`src/rtl/latch_driver_pkg.sv`:
```
// Shared constants for the serial latch driver
package latch_driver_pkg;
  localparam int WORD_BITS = 20;
  localparam int FIFO_WIDTH = 1;
  localparam int FIFO_DEPTH = 4;
  localparam int SYNC_STAGES = 2;
  localparam logic [19:0] SHIFT_RESET = 20'h00000;
  localparam logic [19:0] LATCH_RESET = 20'h00000;
  localparam logic [19:0] DRIVER_OFF = 20'h00000;
  localparam int WORD_MSB = 19;
  localparam int WORD_LSB = 0;
  localparam int DRIVER_FIRST = 0;
  localparam int DRIVER_LAST = 19;
  // Serial clock limits: period 200 ns, high and low 90 ns each
  localparam int CORE_PERIOD_NS = 10;
  localparam int LINK_PERIOD_MIN_NS = 200;
  localparam int LINK_PERIOD_MIN_CYC =
    (LINK_PERIOD_MIN_NS + CORE_PERIOD_NS - 1) / CORE_PERIOD_NS;
endpackage : latch_driver_pkg

```
`src/rtl/serial_latch_driver.sv`:
```
// Twenty-stage shift register, transparent latch and blanked drivers
// Function
// - Each serial clock rising edge shifts data in, advancing all stages.
// - Cascade output updates from the shift register on each rising edge.
// - Blanking high forces all drivers low; latch contents stay untouched.
// - Blanking low lets each driver follow its latch bit.
// - Load high makes the latch transparent to the shift register.
// - Load low holds the latch regardless of shifting.
// - Falling edge of load captures the shift register into the latch.
// - A word is 20 bits, most significant first, then load drops.
// - Reset clears shift register and latch; drivers and cascade low.
`timescale 1ns/1ps
module serial_latch_driver (
  input wire logic core_clk,
  input wire logic rst_n,
  input wire logic serial_clk,
  input wire logic serial_data,
  input wire logic load,
  input wire logic blank,
  output logic [19:0] driver_out,
  output logic cascade_out
);
  localparam int PIN_COUNT = 4;
  localparam int CLK_PIN = 0;
  localparam int DATA_PIN = 1;
  localparam int LOAD_PIN = 2;
  localparam int BLANK_PIN = 3;

  // Synchronised pin levels
  logic [PIN_COUNT-1:0] pin_raw;
  logic [1:0] sync_q [PIN_COUNT];
  logic clk_sync;
  logic data_sync;
  logic load_sync;
  logic blank_sync;
  logic clk_prev_q;
  logic load_prev_q;

  // Serial bit path
  logic bit_valid;
  logic fifo_data;
  logic fifo_valid;
  logic shift_en;

  // Shift register, latch and outputs
  logic [19:0] shift_q;
  logic [19:0] shift_d;
  logic [19:0] latch_q;
  logic [19:0] latch_d;
  logic load_fall;
  logic [19:0] driver_d;
  logic cascade_d;

  // Pins gathered in index order so one loop builds every synchroniser
  assign pin_raw = {blank, load, serial_data, serial_clk};

  // Two flops per pin; equal depth keeps data aligned with its clock edge
  // Limitation: data must hold a few core cycles past the clock rise
  for (genvar p = 0; p < PIN_COUNT; p++)
  begin : g_sync
    always_ff @(posedge core_clk)
    begin
      if (!rst_n)
      begin
        sync_q[p] <= 2'h0;
      end
      else
      begin
        sync_q[p] <= {sync_q[p][0], pin_raw[p]};
      end
    end
  end

  // Only the second stage feeds logic; the first may be metastable
  assign clk_sync = sync_q[CLK_PIN][1];
  assign data_sync = sync_q[DATA_PIN][1];
  assign load_sync = sync_q[LOAD_PIN][1];
  assign blank_sync = sync_q[BLANK_PIN][1];

  // Serial clock history for rising-edge detection
  // Reset low matches the idle pin, so no false shift follows reset
  always_ff @(posedge core_clk)
  begin
    if (!rst_n)
    begin
      clk_prev_q <= 1'b0;
    end
    else
    begin
      clk_prev_q <= clk_sync;
    end
  end

  // Load history; reset low like the idle pin, so no false fall
  always_ff @(posedge core_clk)
  begin
    if (!rst_n)
    begin
      load_prev_q <= 1'b0;
    end
    else
    begin
      load_prev_q <= load_sync;
    end
  end

  assign bit_valid = clk_sync && !clk_prev_q;

  // Sampled bits queue up; the shifter drains one per cycle
  // Depth four soaks up edges in flight; a stall needs a broken link
  bit_fifo #(
    .WIDTH(latch_driver_pkg::FIFO_WIDTH),
    .DEPTH(latch_driver_pkg::FIFO_DEPTH)
  ) u_fifo (
    .core_clk(core_clk),
    .rst_n(rst_n),
    .in_data(data_sync),
    .in_valid(bit_valid),
    .in_ready(),
    .out_data(fifo_data),
    .out_valid(fifo_valid),
    .out_ready(1'b1)
  );

  // Drain never stalls; one bit per core cycle far outruns the link
  assign shift_en = fifo_valid;

  // first bit ends at the top
  always_comb
  begin
    shift_d = shift_q;
    if (shift_en)
    begin
      shift_d = {shift_q[latch_driver_pkg::WORD_MSB-1:0], fifo_data};
    end
  end

  always_ff @(posedge core_clk)
  begin
    if (!rst_n)
    begin
      shift_q <= latch_driver_pkg::SHIFT_RESET;
    end
    else
    begin
      shift_q <= shift_d;
    end
  end

  assign load_fall = load_prev_q && !load_sync;

  // Latch next value
  always_comb
  begin
    latch_d = latch_q;
    if (load_sync)
    begin
      latch_d = shift_d;
    end
    else if (load_fall)
    begin
      latch_d = shift_q;
    end
  end

  always_ff @(posedge core_clk)
  begin
    if (!rst_n)
    begin
      latch_q <= latch_driver_pkg::LATCH_RESET;
    end
    else
    begin
      latch_q <= latch_d;
    end
  end

  // blank forces low; else latch drives
  // one gate per driver, bit n from latch bit n
  for (genvar n = 0; n < latch_driver_pkg::WORD_BITS; n++)
  begin : g_drv
    assign driver_d[n] = blank_sync ?
      latch_driver_pkg::DRIVER_OFF[n] : latch_d[n];
  end

  // drivers start low; blank acts within three core cycles
  always_ff @(posedge core_clk)
  begin
    if (!rst_n)
    begin
      driver_out <= latch_driver_pkg::DRIVER_OFF;
    end
    else
    begin
      driver_out <= driver_d;
    end
  end

  assign cascade_d = shift_d[latch_driver_pkg::WORD_MSB];

  // cascade starts low; registered so it mirrors shift_q
  always_ff @(posedge core_clk)
  begin
    if (!rst_n)
    begin
      cascade_out <= 1'b0;
    end
    else
    begin
      cascade_out <= cascade_d;
    end
  end
endmodule : serial_latch_driver

```
`src/rtl/bit_fifo.sv`:
```
// Small valid/ready FIFO holding sampled serial bits
`timescale 1ns/1ps
module bit_fifo #(
  parameter int WIDTH = 1,
  parameter int DEPTH = 4
) (
  input wire logic core_clk,
  input wire logic rst_n,
  input wire logic [WIDTH-1:0] in_data,
  input wire logic in_valid,
  output logic in_ready,
  output logic [WIDTH-1:0] out_data,
  output logic out_valid,
  input wire logic out_ready
);
  localparam int AW = $clog2(DEPTH);
  logic [WIDTH-1:0] mem_q [DEPTH];
  logic [AW-1:0] wr_q;
  logic [AW-1:0] rd_q;
  logic [AW:0] count_q;
  logic push;
  logic pop;

  // Handshakes on both sides
  assign push = in_valid && in_ready;
  assign pop = out_valid && out_ready;
  assign in_ready = (count_q != (AW+1)'(DEPTH));
  assign out_valid = (count_q != '0);
  assign out_data = mem_q[rd_q];

  // Storage, written by index
  always_ff @(posedge core_clk)
  begin
    if (push)
    begin
      mem_q[wr_q] <= in_data;
    end
  end

  // Pointers and fill level
  always_ff @(posedge core_clk)
  begin
    if (!rst_n)
    begin
      wr_q <= '0;
      rd_q <= '0;
      count_q <= '0;
    end
    else
    begin
      if (push)
      begin
        wr_q <= (wr_q == AW'(DEPTH-1)) ? '0 : AW'(wr_q + 1'b1);
      end
      if (pop)
      begin
        rd_q <= (rd_q == AW'(DEPTH-1)) ? '0 : AW'(rd_q + 1'b1);
      end
      count_q <= (AW+1)'(count_q + push - pop);
    end
  end
endmodule : bit_fifo

```
`config.mk`:
```
export PLATFORM = sky130hd
export DESIGN_NAME = serial_latch_driver
export DESIGN_NICKNAME = d
export VERILOG_FILES = /design/src/rtl/latch_driver_pkg.sv /design/src/rtl/serial_latch_driver.sv /design/src/rtl/bit_fifo.sv
export SDC_FILE = /design/constraint.sdc
export NUM_CORES = 1
export LEC_CHECK = 0
export ABC_CLOCK_PERIOD_IN_PS = 3000
export BUFFER_PORTS_ARGS = -buffer_cell sky130_fd_sc_hd__buf_2
export CAP_MARGIN = 20
export CORE_MARGIN = 5
export CORE_UTILIZATION = 30
export DETAILED_ROUTE_END_ITERATION = 10
export PLACE_DENSITY = 0.43
export SYNTH_ARGS = -nofsm -noshare
export SYNTH_HDL_FRONTEND = slang
export SYNTH_SLANG_ARGS = --single-unit
```
`constraint.sdc`:
```
create_clock -name core_clk -period 3 [get_ports core_clk]
set_input_delay 0 -clock core_clk [delete_from_list [all_inputs] [get_ports core_clk]]
set_output_delay 0 -clock core_clk [all_outputs]
set_load 0.02 [all_outputs]
```
== Yosys cells after proc, flatten, opt, wreduce, memory -nomap -nowiden ==
Memory sizes are Yosys's and may differ from the RTL's. A register that Yosys moved wholly into a read port is not among the register bits.
Index checks and enable logic that the tools add are counted.

* Register bits: 70
* RAM bits: 12
* Bits of input ports: 6
* Output and inout port bits: 21
* Logic and storage cells: 45
* Memories kept: 2

{| class="wikitable"
|+ Memories
! name !! depth !! bits a word !! rd ports !! clocked after memory_dff !! write ports !! line !! RTL
|-
| sync_q || 4 || 2 || 4 || 0 || 4 || serial_latch_driver.sv:31 || <nowiki>logic [1:0] sync_q [PIN_COUNT];</nowiki>
|-
| u_fifo.mem_q || 4 || 1 || 1 || 1 || 1 || bit_fifo.sv:17 || <nowiki>logic [WIDTH-1:0] mem_q [DEPTH];</nowiki>
|}

* Add/sub/neg operators: 4
* Equality and inequality tests: 3
* Muxes and demuxes: 15
* Bitwise gates (word level): 5
* Reduce and logical (&&, ||, !) cells: 7

{| class="wikitable"
|+ Operators with widths
! cell !! count
|-
| $mux 20 || 3
|-
| $mux 2 || 8
|-
| $add 2x1->2 const B || 2
|-
| $eq 2x2->1 const B || 2
|-
| $mux 1 || 4
|-
| $or 1x1->1 || 4
|-
| $add 3x1->3 || 1
|-
| $logic_and 1x1->1 || 3
|-
| $ne 3x3->1 const B || 1
|-
| $reduce_bool 3->1 || 1
|-
| $sub 3x1->3 || 1
|-
| $logic_not 1->1 || 2
|-
| $reduce_or 2->1 || 1
|-
| $not 1->1 || 1
|}

== Logic depth before layout (Yosys ltp) ==
* Word-level depth: 5
* Depth in mapped cells: 11
* Depth with buffers taken out: 10

== Modules after synthesis ==
A second synthesis with hierarchy kept.

* Cells, all modules: 258
* Area total of the unflattened synthesis: 2,976.6 um^2

{| class="wikitable"
|+ By module, submodules not included
! module !! times used !! cells an instance !! area each (um^2) !! seq. area each (um^2)
|-
| serial_latch_driver || 1 || 201 || 2,344.7 || 1,401.3
|-
| bit_fifo || 1 || 57 || 631.9 || 300.3
|}

== Worst setup path before layout ==
Ideal clock, no wire load.

* Path type: reg2reg
* Start: register u_fifo.count_q[1]
* End: register u_fifo.count_q[2]
* Library setup time: 78 ps
* Arrival: 2,193 ps
* Data required time: 2,922 ps
* Setup slack: 729 ps
* Stages on the path, launching flop included: 12
* Buffers on the path: 1
* Period minus slack after synthesis: 2,271 ps
* Path through: dfxtp_1 > nor3_4 > inv_2 > buf_6 > ha_1 > inv_1 > ha_1 > inv_1 > fa_1 > xor2_1 > and2_2 > nor3_1

* Longest elaborated chain between the ends: 4
* Elaborated cells between the ends (all ways): 5
* Classes of those cells: add/sub (2); eq/ne (1); reduce/logical (2)

{| class="wikitable"
|+ RTL lines
! what !! line !! RTL
|-
| from (decl) || bit_fifo.sv:20 || <nowiki>logic [AW:0] count_q;</nowiki>
|-
| from (signal assigned) || bit_fifo.sv:59 || <nowiki>count_q <= (AW+1)'(count_q + push - pop);</nowiki>
|-
| $ne 3x3->1 || bit_fifo.sv:27 || <nowiki>assign in_ready = (count_q != (AW+1)'(DEPTH));</nowiki>
|-
| $logic_and 1x1->1 || bit_fifo.sv:25 || <nowiki>assign push = in_valid && in_ready;</nowiki>
|-
| $add 3x1->3 || bit_fifo.sv:59 ||
|-
| $sub 3x1->3 * || bit_fifo.sv:59 ||
|}

Mark *: on every way between the ends. The rest lies on a longest branch, timed or not.
A chain may end at the register's enable or synchronous reset.

== Worst setup path in the final report ==
Same ends and word-level chain as after synthesis.

==> summary.md <==
| Metric | Value |
|---|---|
| Status | finished clean |
| Setup TNS | 0 ns |
| DR DRC count | 0 |
| Synth area leaders | dfxtp_1, a211oi_1, mux2i_1, edfxtp_1, nor2b_1 |
| PortBufs | 26 |
| Buf/Inv on CP | 3 |
| FF+latch count, synth | 83 |
| ANT cells | 0 |
| Critical path data arrival time | 2.51 ns |
| End of the worst hold path | sync_q[1][0] |
| Clock transition at path regs | 0.08 ns |
| CTS buffer count | 9 |
| Cell taking the most area after synthesis | dfxtp_1 |
| Largest net degree at the start of global routing | 32 |
| First DRT Iteration DRCs | 74 |
| EDFF count, synth | 4 |
| Lkg Pwr | 1.459 nW |
| CTS Hold Bufs | 5 |
| IO Count | 27 |
| Hold_sp | serial_data |
| Fmax | 444.6 MHz |
| Total gr overflow | 0 |
| Post-layout min period | 2.249 ns |
| Vias in the first global route | 2032 |
| Total number of H-tree levels | 3 |
| Post-Syn Nets | 293 |
| GRT Util Overall | 9.783% |
| Final Setup Violations | 0 |
| Worst-margin pin slew | 0.8095 ns |
| Worst r2r dst | u_fifo.count_q[2] |
| Longest Clk Path Bufs | 2 |
| Worst hold-check path type | primary input to flop |
| Die X | 110.9 um |
| Final core occ | 36.58% |
| Cell variety after synth | 33 |
| Startpoint Class | flop |
| Post-cts resize count | 0 |
| Final worst-path cycle share | 74.98% |
| Worst relative slew slack | 45.70% |
| First-pass iteration count of the detailed router | 5 |
| Worst reg2reg path startpoint | u_fifo.count_q[1] |
| Final wirelength | 5766 um |
| ANT nets after route | 0 |
| Antenna violations before repair | 0 |
| Final Net Count | 323 |
| Root Driver | clkbuf_8 |
| Fillcell total | 959 |
| Cell Area, Synth | 3054 um^2 |
| Top cell type's share of synthesized area | 51.78% |
| CP top delay family | adder cells |
| Ys flop type | dfxtp_1 |
| Sinks on Clock Net | 83 |
| RD Place Congestion | 0.6400 |
| First-pass GRT wire length | 9798 um |
| HPWL Detailed | 3646 um |
| Synth-to-layout area growth | 18.15% |
| Reg2reg setup slack | 0.75 ns |
| Peak VDD IR | 0.2810 mV |
| Share of cells above drive strength 1 | 17.52% |
| Seq/Total Area, Yosys | 55.71% |
| CP max stage cell | dfxtp_1 |
| Vias after detailed routing | 2051 |
| Most instantiated cells after synthesis | dfxtp_1, a211oi_1, nor2_1, mux2i_1, nor2b_1 |
| Row count | 36 |
| Syn. warnings | 0 |
| TritonCTS clock tree | done |
| Reg2Reg Depth | 10 |
| Worst path cell trace | nor3_4 -> inv_2 -> ha_1 -> inv_1 -> ha_1 -> inv_1 -> fa_1 -> xor2_1 -> and2_2 -> nor3_1 |
| Count leader, synth | dfxtp_1 |
| Total chip power | 2.734 mW |
| Final Hold Vio Count | 0 |
| Setup crit end kind | flop |
| Max cap viols | 0 |
| Gate Count Post-Synth | 279 |
| Post-DR wirelength/cell | 12.90 um |
| Synth Area per Inst | 10.95 um^2 |
| Postcts setup bufs | 0 |
| Worst path max stage delay | 0.39 ns |
| Starting Density | 30.96% |
| Clk_skew | 0.01310 ns |
| Clock network latency to the later pin of the worst-skew pair | 0.35 ns |
| Vias/cell | 4.588 |
| Worst hold stages | 3 |
| Fin. max-slew vios | 0 |
| Crit Path Class | flop to flop |
| WP data required | 3.26 ns |
| Pwr/cell area | 757.6 nW/um^2 |
| DIE AREA | 12300 um^2 |
| RSZ-0062 raised after global routing | false |
| Crit Path Max Fanout | 6 |
| Die Span Y | 110.9 um |
| Core Area | 9864 um^2 |
| Async set or reset register ratio after synthesis | 0% |
-- layout make-up --
cell class	instances	area (um^2)	area share, %
clock buffers	11	162.7	4.508
clock inverters	5	81.33	2.254
inverters	9	33.78	0.9362
multi-input cells	168	1229	34.05
flip-flops and latches	83	1703	47.19
well taps	133	166.4	4.612
repair buffers	38	232.7	6.449
-- layer usage --
metal  vias up  GRT usage [%]  part of all wire, %
met3        12          3.057                  3.7
met5         -              0                    0
li1       1062              -                    -
met4         0          4.433                  2.1
met2        27          15.37                   44
met1       950          12.27                   50
-- through the flow --
step | hold slack, ns | worst slack (ns) | cells | cell area (um^2)
6_report | 0.3903 | 0.7506 | 447 | 3608
2_1_floorplan | 0.1273 | 0.7293 | 279 | 3054
4_1_cts | 0.3717 | 0.7215 | 447 | 3608
5_1_grt | 0.3981 | 0.5747 | 447 | 3608
3_3_place_gp | 0.2068 | 0.8132 | 426 | 3314
3_5_place_dp | 0.2099 | 0.7668 | 426 | 3314
-- cells in the final DEF (no fill, tap or decap), types with 2 or more instances in the layout --
master	Yosys	layout
a211oi_1	57	57
a21oi_1	3	3
nand2_1	5	5
buf_4	0	7
buf_2	3	26
nor2b_1	19	19
o21a_1	2	2
bufinv_16	0	2
dlygate4sd3_1	0	5
edfxtp_1	4	4
clkbuf_8	0	10
ha_1	7	7
mux2i_1	21	21
nor3b_1	2	2
and2_1	14	14
nand2b_1	2	2
dfxtp_1	79	78
nor2_1	23	23
inv_1	7	7
-- cells by family (layout without fill, tap and decap cells) --
logic type                 after synthesis  in the layout  share of synthesized area [%]
DFF                                     83             83                          55.72
and+or+nand+nor                         71             71                          12.82
AOI/OAI and AO/OA                       66             66                          15.98
buffers and inverters                   28             63                          4.055
muxes                                   22             22                          7.620
adders and majority gates                8              8                          3.523
xor gates and xnor gates                 1              1                         0.2868
-- where the power goes --
| group | internal (mW) | total [mW] | switching [mW] |
|---|---|---|---|
| clock | 0.544 | 0.947 | 0.403 |
| combinational | 0.230 | 0.513 | 0.282 |
| sequential | 1.21 | 1.27 | 0.0682 |
-- worst max-delay path by stage --
stage / from / slack (ns) / endpoint / cells after the start
after global routing: u_fifo.count_q[1] / 0.57 / u_fifo.count_q[2] / 10
final: u_fifo.count_q[1] / 0.75 / u_fifo.count_q[2] / 10
after CTS: u_fifo.count_q[1] / 0.72 / u_fifo.count_q[2] / 10
after floorplan: u_fifo.count_q[1] / 0.73 / u_fifo.count_q[2] / 11
after detailed placement: u_fifo.count_q[1] / 0.77 / u_fifo.count_q[2] / 10
after global placement: u_fifo.count_q[1] / 0.81 / u_fifo.count_q[2] / 10
-- state kept, by name (all words and copies together), names as in the netlist, named ones only --
register,flops
u_fifo.count_q,3
shift_q,20
clk_prev_q,1
sync_q,8
u_fifo.wr_q,2
u_fifo.mem_q,4
load_prev_q,1
latch_q,20
u_fifo.rd_q,2
driver_out,20
-- worst register-to-register path: cells and delay by family, from the launching register on --
| kind | cells | cell delay (ns) |
|---|---|---|
| XOR/XNOR | 1 | 0.18 |
| adder cells (fa/ha/maj) | 3 | 0.78 |
| buffers and inverters | 3 | 0.17 |
| flip-flops | 1 | 0.39 |
| AND/OR/NAND/NOR | 3 | 0.66 |
Power figures use the tool's default switching activity.
